**config.mk**
```make
export PLATFORM = sky130hd
export DESIGN_NAME = flash_driver_fault_config_regs
export DESIGN_NICKNAME = d
export VERILOG_FILES = /design/src/inc/flash_drv_pkg.sv /design/src/hw/flash_i2c_slave.sv /design/src/hw/flash_driver_fault_config_regs.sv
export VERILOG_INCLUDE_DIRS = /design/src /design/src/inc
export SDC_FILE = /design/constraint.sdc
export NUM_CORES = 1
export LEC_CHECK = 0
export BUFFER_PORTS_ARGS = -buffer_cell sky130_fd_sc_hd__buf_2
export CAP_MARGIN = 20
export CORE_MARGIN = 4
export CORE_UTILIZATION = 26
export CTS_BUF_LIST = sky130_fd_sc_hd__clkbuf_4 sky130_fd_sc_hd__clkbuf_8
export CTS_CLUSTER_SIZE = 30
export DETAILED_ROUTE_END_ITERATION = 8
export PLACE_DENSITY_LB_ADDON = 0.12
export SLEW_MARGIN = 25
export SYNTH_ARGS = -nofsm -noshare
export SYNTH_HDL_FRONTEND = slang
export SYNTH_SLANG_ARGS = --single-unit
```
**constraint.sdc**
```tcl
create_clock -name clk -period 2.17 [get_ports clk]
set_clock_uncertainty 0.2 [all_clocks]
set_input_delay 0.217 -clock clk [delete_from_list [all_inputs] [get_ports clk]]
set_output_delay 0.217 -clock clk [all_outputs]
set_load 0.02 [all_outputs]
```
**src/inc/flash_drv_regs.svh**
```systemverilog
// register map, field positions and reset values of the flash driver
// Notes on behaviour
// - The supply fault flag (flags bit 7) reads one only while supply monitoring is on and the supply is below threshold.
// - With the pin-function bit of config one and the aux_pin_b control bit clear, aux_pin_b is volt_mode_enable_input and a high forces voltage mode.
// - Config two picks torch (0) or LED shutdown (1) separately for pa_sync_b events, thermistor_compare trips and supply faults.
// - The alt_external_lamp bit makes aux_pin_a high before flash_trigger_input force torch without timeout, in pa_sync_a mode only.
// - The pin I/O register can turn aux_pin_a and aux_pin_b into general-purpose inputs or outputs.
// - The pin I/O thermal-output bit turns aux_pin_b, as a general-purpose output with data bit high, into an interrupt output following the LED thermal flag.
// - Config one holds light-load disable, output level, flash inhibit, thermistor mode, aux_pin_b function, sync polarity and aux_pin_a function.
// - With thermal output on and aux_pin_b a general-purpose output, the pin is pulled low while the LED thermal flag is set.
// - With its control bit clear, aux_pin_a is an active-low reset input rather than a general-purpose pin.
`ifndef FLASH_DRV_REGS_SVH
`define FLASH_DRV_REGS_SVH

`define REG_FLAGS          8'h00
`define REG_CFG_ONE        8'h01
`define REG_CFG_TWO        8'h02
`define REG_PIN_IO         8'h03
`define REG_SUPPLY_MON     8'h04

`define CFG_ONE_RESET      8'h42
`define CFG_TWO_RESET      4'h0
`define PIN_IO_RESET       7'h00
`define SUPPLY_MON_RESET   3'h0

// fixed read-back bits: ones mask, zeros mask
`define FLAGS_ONES         8'h40
`define CFG_ONE_ZEROS      8'h10
`define CFG_TWO_ONES       8'hF0
`define PIN_IO_ONES        8'h80
`define SUPPLY_MON_ONES    8'hF0
`define SUPPLY_MON_ZEROS   8'h08

// config one fields
`define C1_LIGHT_LOAD_DIS  0
`define C1_LEVEL_5V        1
`define C1_FLASH_INHIBIT   2
`define C1_THERM_MODE      3
`define C1_PA_SYNC_B       5
`define C1_SYNC_POL_HIGH   6
`define C1_HW_TORCH        7
// config two fields
`define C2_SYNC_B_OFF      0
`define C2_THERM_OFF       1
`define C2_ALT_LAMP        2
`define C2_SUPPLY_OFF      3
// pin I/O fields
`define P_A_CTRL           0
`define P_A_DIR            1
`define P_A_DATA           2
`define P_B_CTRL           3
`define P_B_DIR            4
`define P_B_DATA           5
`define P_THERM_OUT        6
// flag fields
`define F_TIMEOUT          0
`define F_DIE_HOT          1
`define F_LED_FAULT        2
`define F_SYNC_A           3
`define F_SYNC_B           4
`define F_LED_HOT          5
`define F_SUPPLY           7
// supply monitor fields
`define S_ENABLE           0
`define S_LEVEL_LO         1
`define S_LEVEL_HI         2

`define I2C_ACK_SLOT       4'h8
`define I2C_ACK_DONE       4'h9

`endif

```
**src/inc/flash_drv_pkg.sv**
```systemverilog
// types shared by the flash driver register block
package flash_drv_pkg;
    typedef logic [7:0] byte_t;
    typedef enum logic [2:0] {
        I2C_IDLE,
        I2C_ADDR,
        I2C_PTR,
        I2C_WRITE,
        I2C_READ
    } i2c_state_t;
endpackage

```
**src/hw/flash_i2c_slave.sv**
```systemverilog
// i2c-compatible register access port for the flash driver
`timescale 1ns/100ps
`default_nettype none
`include "flash_drv_regs.svh"
module flash_i2c_slave
    import flash_drv_pkg::*;
#(
    parameter logic [6:0] DEV_ADDR = 7'h2A  // arbitrary value
) (
    input  wire logic  clk,
    input  wire logic  rst_n,
    input  wire logic  scl_in,
    input  wire logic  sda_in,
    output logic       sda_oe,
    output logic       wr_stb,
    output logic       rd_stb,
    output byte_t      reg_addr,
    output byte_t      wr_data,
    input  wire byte_t rd_data
);
    logic [1:0]  scl_sy_r;
    logic [1:0]  sda_sy_r;
    logic        scl_d_r;
    logic        sda_d_r;
    i2c_state_t  state_r;
    logic [3:0]  cnt_r;
    byte_t       sh_r;
    logic        rw_r;

    wire scl_s    = scl_sy_r[1];
    wire sda_s    = sda_sy_r[1];
    wire scl_rise = scl_s & ~scl_d_r;
    wire scl_fall = ~scl_s & scl_d_r;
    wire start    = scl_s & scl_d_r & ~sda_s & sda_d_r;
    wire stop     = scl_s & scl_d_r & sda_s & ~sda_d_r;
    wire addr_hit = (sh_r[7:1] == DEV_ADDR);
    wire to_read  = (state_r == I2C_READ) |
                    ((state_r == I2C_ADDR) & rw_r);
    wire [2:0] bit_idx = 3'(4'h7 - cnt_r);

    always_ff @(posedge clk) begin
        if (!rst_n) begin
            scl_sy_r <= 2'h3;
            sda_sy_r <= 2'h3;
            scl_d_r  <= 1'b1;
            sda_d_r  <= 1'b1;
        end else begin
            scl_sy_r <= {scl_sy_r[0], scl_in};
            sda_sy_r <= {sda_sy_r[0], sda_in};
            scl_d_r  <= scl_s;
            sda_d_r  <= sda_s;
        end
    end

    always_ff @(posedge clk) begin
        wr_stb <= 1'b0;
        rd_stb <= 1'b0;
        if (!rst_n) begin
            state_r  <= I2C_IDLE;
            cnt_r    <= 4'h0;
            sh_r     <= 8'h00;
            rw_r     <= 1'b0;
            sda_oe   <= 1'b0;
            reg_addr <= 8'h00;
            wr_data  <= 8'h00;
        end else if (start) begin
            state_r <= I2C_ADDR;
            cnt_r   <= 4'h0;
            sda_oe  <= 1'b0;
        end else if (stop) begin
            state_r <= I2C_IDLE;
            sda_oe  <= 1'b0;
        end else if (state_r == I2C_IDLE) begin
            cnt_r <= 4'h0;
        end else if (scl_rise) begin
            if (cnt_r < `I2C_ACK_SLOT && state_r != I2C_READ)
                sh_r <= {sh_r[6:0], sda_s};
            // master nack ends a read burst
            if (cnt_r == `I2C_ACK_SLOT && state_r == I2C_READ && sda_s)
                state_r <= I2C_IDLE;
            cnt_r <= cnt_r + 4'h1;
        end else if (scl_fall) begin
            if (cnt_r == `I2C_ACK_SLOT) begin
                unique case (state_r)
                    I2C_ADDR: begin
                        rw_r   <= sh_r[0];
                        sda_oe <= addr_hit;
                        if (!addr_hit)
                            state_r <= I2C_IDLE;
                    end
                    I2C_PTR: begin
                        reg_addr <= sh_r;
                        sda_oe   <= 1'b1;
                    end
                    I2C_WRITE: begin
                        wr_data <= sh_r;
                        wr_stb  <= 1'b1;
                        sda_oe  <= 1'b1;
                    end
                    I2C_READ: begin
                        sda_oe   <= 1'b0;
                        reg_addr <= reg_addr + 8'h01;
                    end
                    default: sda_oe <= 1'b0;
                endcase
            end else if (cnt_r == `I2C_ACK_DONE) begin
                cnt_r <= 4'h0;
                // reads step at their ack slot, before the next snapshot
                if (state_r == I2C_WRITE)
                    reg_addr <= reg_addr + 8'h01;
                if (state_r == I2C_ADDR)
                    state_r <= rw_r ? I2C_READ : I2C_PTR;
                else if (state_r == I2C_PTR)
                    state_r <= I2C_WRITE;
                if (to_read) begin
                    sh_r   <= rd_data;
                    rd_stb <= 1'b1;
                    sda_oe <= ~rd_data[7];
                end else begin
                    sda_oe <= 1'b0;
                end
            end else if (state_r == I2C_READ) begin
                sda_oe <= ~sh_r[bit_idx];
            end
        end
    end
endmodule // flash_i2c_slave
`default_nettype wire

```
**src/hw/flash_driver_fault_config_regs.sv**
```systemverilog
// flag, configuration and pin I/O registers of the flash LED driver
`timescale 1ns/100ps
`default_nettype none
`include "flash_drv_regs.svh"
module flash_driver_fault_config_regs
    import flash_drv_pkg::*;
#(
    parameter logic [6:0] DEV_ADDR = 7'h2A  // arbitrary value
) (
    input  wire logic  clk,
    input  wire logic  rst_n,
    input  wire logic  scl_in,
    input  wire logic  sda_in,
    output logic       sda_out,
    output logic       sda_oe,
    input  wire logic  flash_trigger_input,
    input  wire logic  aux_pin_a_in,
    output logic       aux_pin_a_out,
    output logic       aux_pin_a_oe,
    input  wire logic  aux_pin_b_in,
    output logic       aux_pin_b_out,
    output logic       aux_pin_b_oe,
    input  wire logic  supply_below_threshold,
    input  wire logic  thermistor_below_trip,
    input  wire logic  led_open_short,
    input  wire logic  die_over_temp,
    input  wire logic  flash_timeout_expired,
    output logic       pulse_skip_allow,
    output logic       output_5v_select,
    output logic       thermistor_mode,
    output logic       supply_monitor_on,
    output logic [1:0] supply_level_sel,
    output logic       volt_mode_force,
    output logic       flash_enable,
    output logic       hw_torch_enable,
    output logic       force_torch,
    output logic       force_shutdown,
    output logic       torch_no_timeout,
    output logic       pin_reset_n
);
    ////////////////////////////////////////////////////////////////////////
    // register access port
    wire   wr_stb;
    wire   rd_stb;
    byte_t reg_addr;
    byte_t wr_data;
    byte_t rd_data;

    flash_i2c_slave #(
        .DEV_ADDR (DEV_ADDR)
    ) u_port (
        .clk      (clk),
        .rst_n    (rst_n),
        .scl_in   (scl_in),
        .sda_in   (sda_in),
        .sda_oe   (sda_oe),
        .wr_stb   (wr_stb),
        .rd_stb   (rd_stb),
        .reg_addr (reg_addr),
        .wr_data  (wr_data),
        .rd_data  (rd_data)
    );

    function automatic byte_t fix_bits(byte_t val, byte_t ones, byte_t zeros);
        return (val | ones) & ~zeros;
    endfunction

    ////////////////////////////////////////////////////////////////////////
    // pin synchronisers
    localparam int N_IN = 8;
    logic [N_IN-1:0] sy1_r;
    logic [N_IN-1:0] sy2_r;
    logic [2:0]      prev_r;

    wire trig   = sy2_r[0];
    wire pin_a  = sy2_r[1];
    wire pin_b  = sy2_r[2];
    wire below  = sy2_r[3];
    wire trip   = sy2_r[4];
    wire led_f  = sy2_r[5];
    wire die_f  = sy2_r[6];
    wire tmo_f  = sy2_r[7];
    wire trig_rise = trig & ~prev_r[0];

    always_ff @(posedge clk) begin
        if (!rst_n) begin
            sy1_r  <= '0;
            sy2_r  <= '0;
            prev_r <= 3'h0;
        end else begin
            sy1_r  <= {flash_timeout_expired, die_over_temp, led_open_short,
                       thermistor_below_trip, supply_below_threshold,
                       aux_pin_b_in, aux_pin_a_in, flash_trigger_input};
            sy2_r  <= sy1_r;
            prev_r <= sy2_r[2:0];
        end
    end

    ////////////////////////////////////////////////////////////////////////
    // registers
    byte_t      cfg1_r;
    logic [3:0] cfg2_r;
    logic [6:0] pin_r;
    logic [2:0] mon_r;
    logic [5:0] flag_r;

    wire wr_c1  = wr_stb & (reg_addr == `REG_CFG_ONE);
    wire wr_c2  = wr_stb & (reg_addr == `REG_CFG_TWO);
    wire wr_pin = wr_stb & (reg_addr == `REG_PIN_IO);
    wire wr_mon = wr_stb & (reg_addr == `REG_SUPPLY_MON);
    wire rd_flg = rd_stb & (reg_addr == `REG_FLAGS);

    wire ctrl_a   = pin_r[`P_A_CTRL];
    wire ctrl_b   = pin_r[`P_B_CTRL];
    wire dir_a    = pin_r[`P_A_DIR];
    wire dir_b    = pin_r[`P_B_DIR];
    wire therm_oe = pin_r[`P_THERM_OUT];

    // aux_pin_a: dedicated input while its control bit is clear
    wire a_sync_mode = ~ctrl_a & ~cfg1_r[`C1_HW_TORCH];
    wire b_sync_mode = ~ctrl_b & cfg1_r[`C1_PA_SYNC_B];
    wire ntc_mode    = cfg1_r[`C1_THERM_MODE];
    wire alt_lamp    = cfg2_r[`C2_ALT_LAMP];

    wire supply_fault = mon_r[`S_ENABLE] & below;
    wire b_event = b_sync_mode & (pin_b == cfg1_r[`C1_SYNC_POL_HIGH]);
    wire t_event = ntc_mode & trip;
    wire a_event = a_sync_mode & pin_a & ~alt_lamp;

    // sticky flags; a set in the cycle of a read-clear survives
    logic [5:0] flag_set;
    assign flag_set[`F_TIMEOUT]   = tmo_f;
    assign flag_set[`F_DIE_HOT]   = die_f;
    assign flag_set[`F_LED_FAULT] = led_f;
    assign flag_set[`F_SYNC_A]    = a_sync_mode & (pin_a != prev_r[1]);
    assign flag_set[`F_SYNC_B]    = b_sync_mode & (pin_b != prev_r[2]);
    assign flag_set[`F_LED_HOT]   = t_event;
    wire [5:0] flag_nxt = flag_set | (flag_r & ~{6{rd_flg}});

    // gpio data bits read the pin while the pin is an input
    wire [6:0] pin_view = {pin_r[6], dir_b ? pin_r[5] : pin_b, pin_r[4:3],
                           dir_a ? pin_r[2] : pin_a, pin_r[1:0]};

    always_ff @(posedge clk) begin
        if (!rst_n) begin
            cfg1_r <= `CFG_ONE_RESET;
            cfg2_r <= `CFG_TWO_RESET;
            pin_r  <= `PIN_IO_RESET;
            mon_r  <= `SUPPLY_MON_RESET;
            flag_r <= 6'h00;
        end else begin
            if (wr_c1)
                cfg1_r <= wr_data;
            if (wr_c2)
                cfg2_r <= wr_data[3:0];
            if (wr_pin)
                pin_r <= wr_data[6:0];
            if (wr_mon)
                mon_r <= wr_data[2:0];
            flag_r <= flag_nxt;
        end
    end

    // read mux; unmapped addresses read zero
    wire byte_t flags_view = fix_bits({supply_fault, 1'b0, flag_r},
                                      `FLAGS_ONES, 8'h00);
    assign rd_data =
        (reg_addr == `REG_FLAGS)      ? flags_view :
        (reg_addr == `REG_CFG_ONE)    ? fix_bits(cfg1_r, 8'h00,
                                                 `CFG_ONE_ZEROS) :
        (reg_addr == `REG_CFG_TWO)    ? fix_bits({4'h0, cfg2_r},
                                                 `CFG_TWO_ONES, 8'h00) :
        (reg_addr == `REG_PIN_IO)     ? fix_bits({1'b0, pin_view},
                                                 `PIN_IO_ONES, 8'h00) :
        (reg_addr == `REG_SUPPLY_MON) ? fix_bits({5'h00, mon_r},
                                                 `SUPPLY_MON_ONES,
                                                 `SUPPLY_MON_ZEROS) :
        8'h00;

    ////////////////////////////////////////////////////////////////////////
    // pin and mode outputs, all registered
    wire sh_sel_b = cfg2_r[`C2_SYNC_B_OFF];
    wire sh_sel_t = cfg2_r[`C2_THERM_OFF];
    wire sh_sel_s = cfg2_r[`C2_SUPPLY_OFF];

    wire torch_nxt = (b_event & ~sh_sel_b) | (t_event & ~sh_sel_t) |
                     (supply_fault & ~sh_sel_s) | a_event;
    wire shut_nxt  = (b_event & sh_sel_b) | (t_event & sh_sel_t) |
                     (supply_fault & sh_sel_s);
    wire trig_ok   = trig & ~cfg1_r[`C1_FLASH_INHIBIT];

    // lamp stays on only while aux_pin_a holds high
    wire alt_arm   = alt_lamp & a_sync_mode & pin_a & prev_r[1] &
                     trig_rise & ~cfg1_r[`C1_FLASH_INHIBIT];
    wire ntt_nxt   = alt_arm | (torch_no_timeout & alt_lamp &
                                a_sync_mode & pin_a);

    wire a_oe_nxt  = ctrl_a & dir_a;
    wire b_oe_nxt  = ctrl_b & dir_b;
    // thermal interrupt overrides the data bit and pulls low
    wire b_out_nxt = pin_r[`P_B_DATA] &
                     ~(therm_oe & flag_r[`F_LED_HOT]);

    always_ff @(posedge clk) begin
        if (!rst_n) begin
            sda_out           <= 1'b0;
            aux_pin_a_out     <= 1'b0;
            aux_pin_a_oe      <= 1'b0;
            aux_pin_b_out     <= 1'b0;
            aux_pin_b_oe      <= 1'b0;
            pulse_skip_allow  <= 1'b1;
            output_5v_select  <= 1'b1;
            thermistor_mode   <= 1'b0;
            supply_monitor_on <= 1'b0;
            supply_level_sel  <= 2'h0;
            volt_mode_force   <= 1'b0;
            flash_enable      <= 1'b0;
            hw_torch_enable   <= 1'b0;
            force_torch       <= 1'b0;
            force_shutdown    <= 1'b0;
            torch_no_timeout  <= 1'b0;
            pin_reset_n       <= 1'b1;
        end else begin
            sda_out           <= 1'b0;
            aux_pin_a_out     <= pin_r[`P_A_DATA];
            aux_pin_a_oe      <= a_oe_nxt;
            aux_pin_b_out     <= b_out_nxt;
            aux_pin_b_oe      <= b_oe_nxt;
            pulse_skip_allow  <= ~cfg1_r[`C1_LIGHT_LOAD_DIS];
            output_5v_select  <= cfg1_r[`C1_LEVEL_5V];
            thermistor_mode   <= ntc_mode;
            supply_monitor_on <= mon_r[`S_ENABLE];
            supply_level_sel  <= mon_r[`S_LEVEL_HI:`S_LEVEL_LO];
            volt_mode_force   <= ~ctrl_b & ~cfg1_r[`C1_PA_SYNC_B] &
                                 pin_b;
            flash_enable      <= trig_ok;
            hw_torch_enable   <= ~ctrl_a & cfg1_r[`C1_HW_TORCH] & pin_a;
            force_torch       <= torch_nxt | ntt_nxt;
            force_shutdown    <= shut_nxt;
            torch_no_timeout  <= ntt_nxt;
            pin_reset_n       <= ctrl_a | pin_a;
        end
    end
endmodule // flash_driver_fault_config_regs
`default_nettype wire

```
==> flow_summary.yaml <==
timing:
  finalHoldViolCount: 0
  tightest_slew_ns: 0.4951
  fin_crit_sh: 0.9472
  finalSetupViolCount: 0
  rsz0062_at_grt: "yes"
  slew_viol_final: 0
  tns_ns: 0
  max_freq_mhz: 486.5
  period_needed_ns: 2.055
  slew_headroom: 0.6614
logic_synthesis:
  syn-num-nets: 536
  yosysWarnings: 0
  netlist_area_mm2: 0.004818
  yosysTopAreaCellShare: 0.4321
  synthArstFlopShare: 0
  yosys-top-cells-area: "dfxtp_1 (43%), mux2i_1 (7.1%), and2_1 (4.0%)"
  synth_ff_type: "dfxtp_1"
  seq_area_frac_synth: 0.4321
  yosysTopAreaCell: "dfxtp_1"
  postSynthAreaPerCell_um2: 9.374
  ys_ff_latch: 104
  synth.distinct_cells: 72
  synthCells: 514
  synth_edf_count: 0
detailed_routing:
  wire_per_inst_um: 16.42
  via_per_inst: 4.779
  routed_wl_um: 13450
  detailedRoute.firstIterationViolations: 273
  vias: 3914
  first_pass_iters: 5
  drc: 0
  ant_nets: 0
critical_path:
  slowest_stage: "or4b_4"
  startpoint_type: "flop"
  crit_chain: "or4b_4 > nor2_4 > buf_4 > nor2_1 > o211ai_1 > o31ai_1"
  worstSetupEndpointType: "flop"
  slowest_delay_ns: 0.59
  path_max_fanout: 10
  worst_ep_required_time_ns: 2.24
  rrSetupSlack_ns: 0.11
  worstSetupPathType: "reg -> reg"
  cp.arrival_ns: 2.12
placement:
  post_dp_cell_area_mm2: 0.005504
  placed_cells: 791
  portBuffers: 29
  post-dp-hpwl_um: 10080
  gp_congestion: 0.8374
global_route:
  grt_pass1_vias: 3823
  antenna_found_initial: 0
  globalRouteOverflowTotal: 0
  grt_pass1_wl_um: 21450
  grt_max_degree: 29
  grt_use_total: 0.1343
clock_tree:
  cts-buffers-inserted: 9
  clkTransAtPathRegs_ns: 0.10
  cts_buffer_depth: 2
  clk_latency_ns: 0.39
  cts.sinks: 104
  root_buffer: "clkbuf_8"
  cts_tree: "yes"
  htree_levels: 3
flow_run:
  max_cap_violations: 0
layout:
  antennaDiodeCount: 0
  drive_above_1_share: 0.2220
  finalNonFillerCells: 819
  nNetsFinal: 607
  post-route-cell-area_mm2: 0.005867
  layout_common_cells: "dfxtp_1 (99), nor2_1 (49), buf_4 (47)"
  layout_commonest_cell: "dfxtp_1"
  syn_to_final_growth_pct: 21.76
  utilization: 0.3244
pwr:
  power.internal_mw: 2.576
  p_per_area_mw_per_mm2: 580.9
  p_leak_nw: 2.425
  clkPwrFrac: 0.369
  peakVddDrop_v: 0.0003122
  p_comb_frac: 0.058
  power.switching_mw: 0.8319
  seqPwrFrac: 0.573
  p_sw_frac: 0.2441
  power_mw: 3.408
worst_hold_path:
  hp-class: "in -> reg"
floorplanning:
  fp.dieW_um: 144.1
  core_area_mm2: 0.01809
  num_rows: 49
  initial_core_util: 0.2664
  die_h_um: 144.1
  io_pins: 31
  die-area_mm2: 0.02077
outcome:
  status: "finished clean"
worst paths after layout:
kind                                 startpoint                              end  cells past startpoint
setup / recovery   u_port.cnt_r[2]$_SDFFE_PP0P_  u_port.reg_addr[2]$_SDFFE_PN0P_                      6
hold / removal                            rst_n           cfg1_r[1]$_SDFFE_PN1P_                      3
setup reg to reg   u_port.cnt_r[2]$_SDFFE_PP0P_  u_port.reg_addr[2]$_SDFFE_PN0P_                      6
hold reg to reg   u_port.sda_sy_r[0]$_SDFF_PN1_    u_port.sda_sy_r[1]$_SDFF_PN1_                      1
synth_stat cells, types with 7 or more instances:
library cell,count
a211oi_1,7
a21oi_1,28
and2_1,31
clkbuf_1,18
dfxtp_1,104
ha_1,10
inv_1,13
mux2i_1,34
nand2_1,39
nand2b_1,13
nand3_1,13
nand3b_1,7
nor2_1,49
nor2b_1,7
o21ai_0,18
logic make-up (layout without fill, tap and decap cells):
group | count (synthesis) | count (layout) | share of synthesized area
simple gates | 201 | 201 | 0.2402
compound gates | 111 | 111 | 0.1696
flops | 104 | 104 | 0.4321
buf+inv | 44 | 120 | 0.04336
mux | 36 | 36 | 0.07531
fa+ha+maj | 10 | 10 | 0.02597
xor+xnor | 7 | 7 | 0.01272
other cells | 1 | 1 | 0.0007783
metrics by stage:
step           hold WS [ns]  setup WS [ns]
5_1_grt             0.02403       -0.02211
4_1_cts            0.002657       0.002509
3_3_place_gp         0.1907       -0.01516
3_5_place_dp         0.1932       -0.01869
6_report            0.01857         0.1145
2_1_floorplan        0.1185        0.01139
per-layer routing:
layer  track usage  vias up  share of wire
met5             0        -              0
met1        0.1969     1849           0.52
met4       0.03535        0          0.012
met2        0.2016       74           0.44
met3       0.02612        9          0.032
li1              -     1982              -
sequential cells by signal (all words and copies together) (netlist names), 2 cells and up:
register          cells
u_port.scl_sy_r       2
cfg1_r                7
sy1_r                 8
u_port.sda_sy_r       2
u_port.sh_r           8
flag_r                6
u_port.reg_addr       8
cfg2_r                4
mon_r                 3
supply_level_sel      2
pin_r                 7
u_port.wr_data        8
u_port.state_r        3
sy2_r                 8
prev_r                3
u_port.cnt_r          4
critical path: cells and delay by family, from the launching register on:
| kind | cells | cell delay (ns) |
|---|---|---|
| flip-flops | 1 | 0.42 |
| buffers and inverters | 1 | 0.20 |
| AND/OR/NAND/NOR | 3 | 0.87 |
| AO/OA/AOI/OAI | 2 | 0.24 |
cell type report:
cell class / instances / area [um2]
inverter: 13 / 48.80
tap: 229 / 286.5
clock buffer: 10 / 131.4
timing repair buffer: 91 / 679.4
fill: 1897 / 12220
sequential: 104 / 2088
multi-input combinational: 366 / 2565
clock inverter: 6 / 67.56
repair_timing:
item / in CTS / in global routing
endpoints found under the hold margin: 10 / 0
pin swaps: 0 / 2
setup buffers: 0 / 1
endpoints found under the setup margin: 5 / 19
resized for setup: 3 / 10
hold buffers: 11 / 0
power groups by stage:
stage	Sequential, mW	Clock (mW)	Combinational, mW
after floorplan	2.00	0	0.111
after global placement	2.00	0	0.186
after detailed placement	2.00	0	0.185
after CTS	1.95	1.31	0.201
after global routing	1.96	1.38	0.219
final	1.95	1.26	0.198
(Power assumes the default switching activity.)
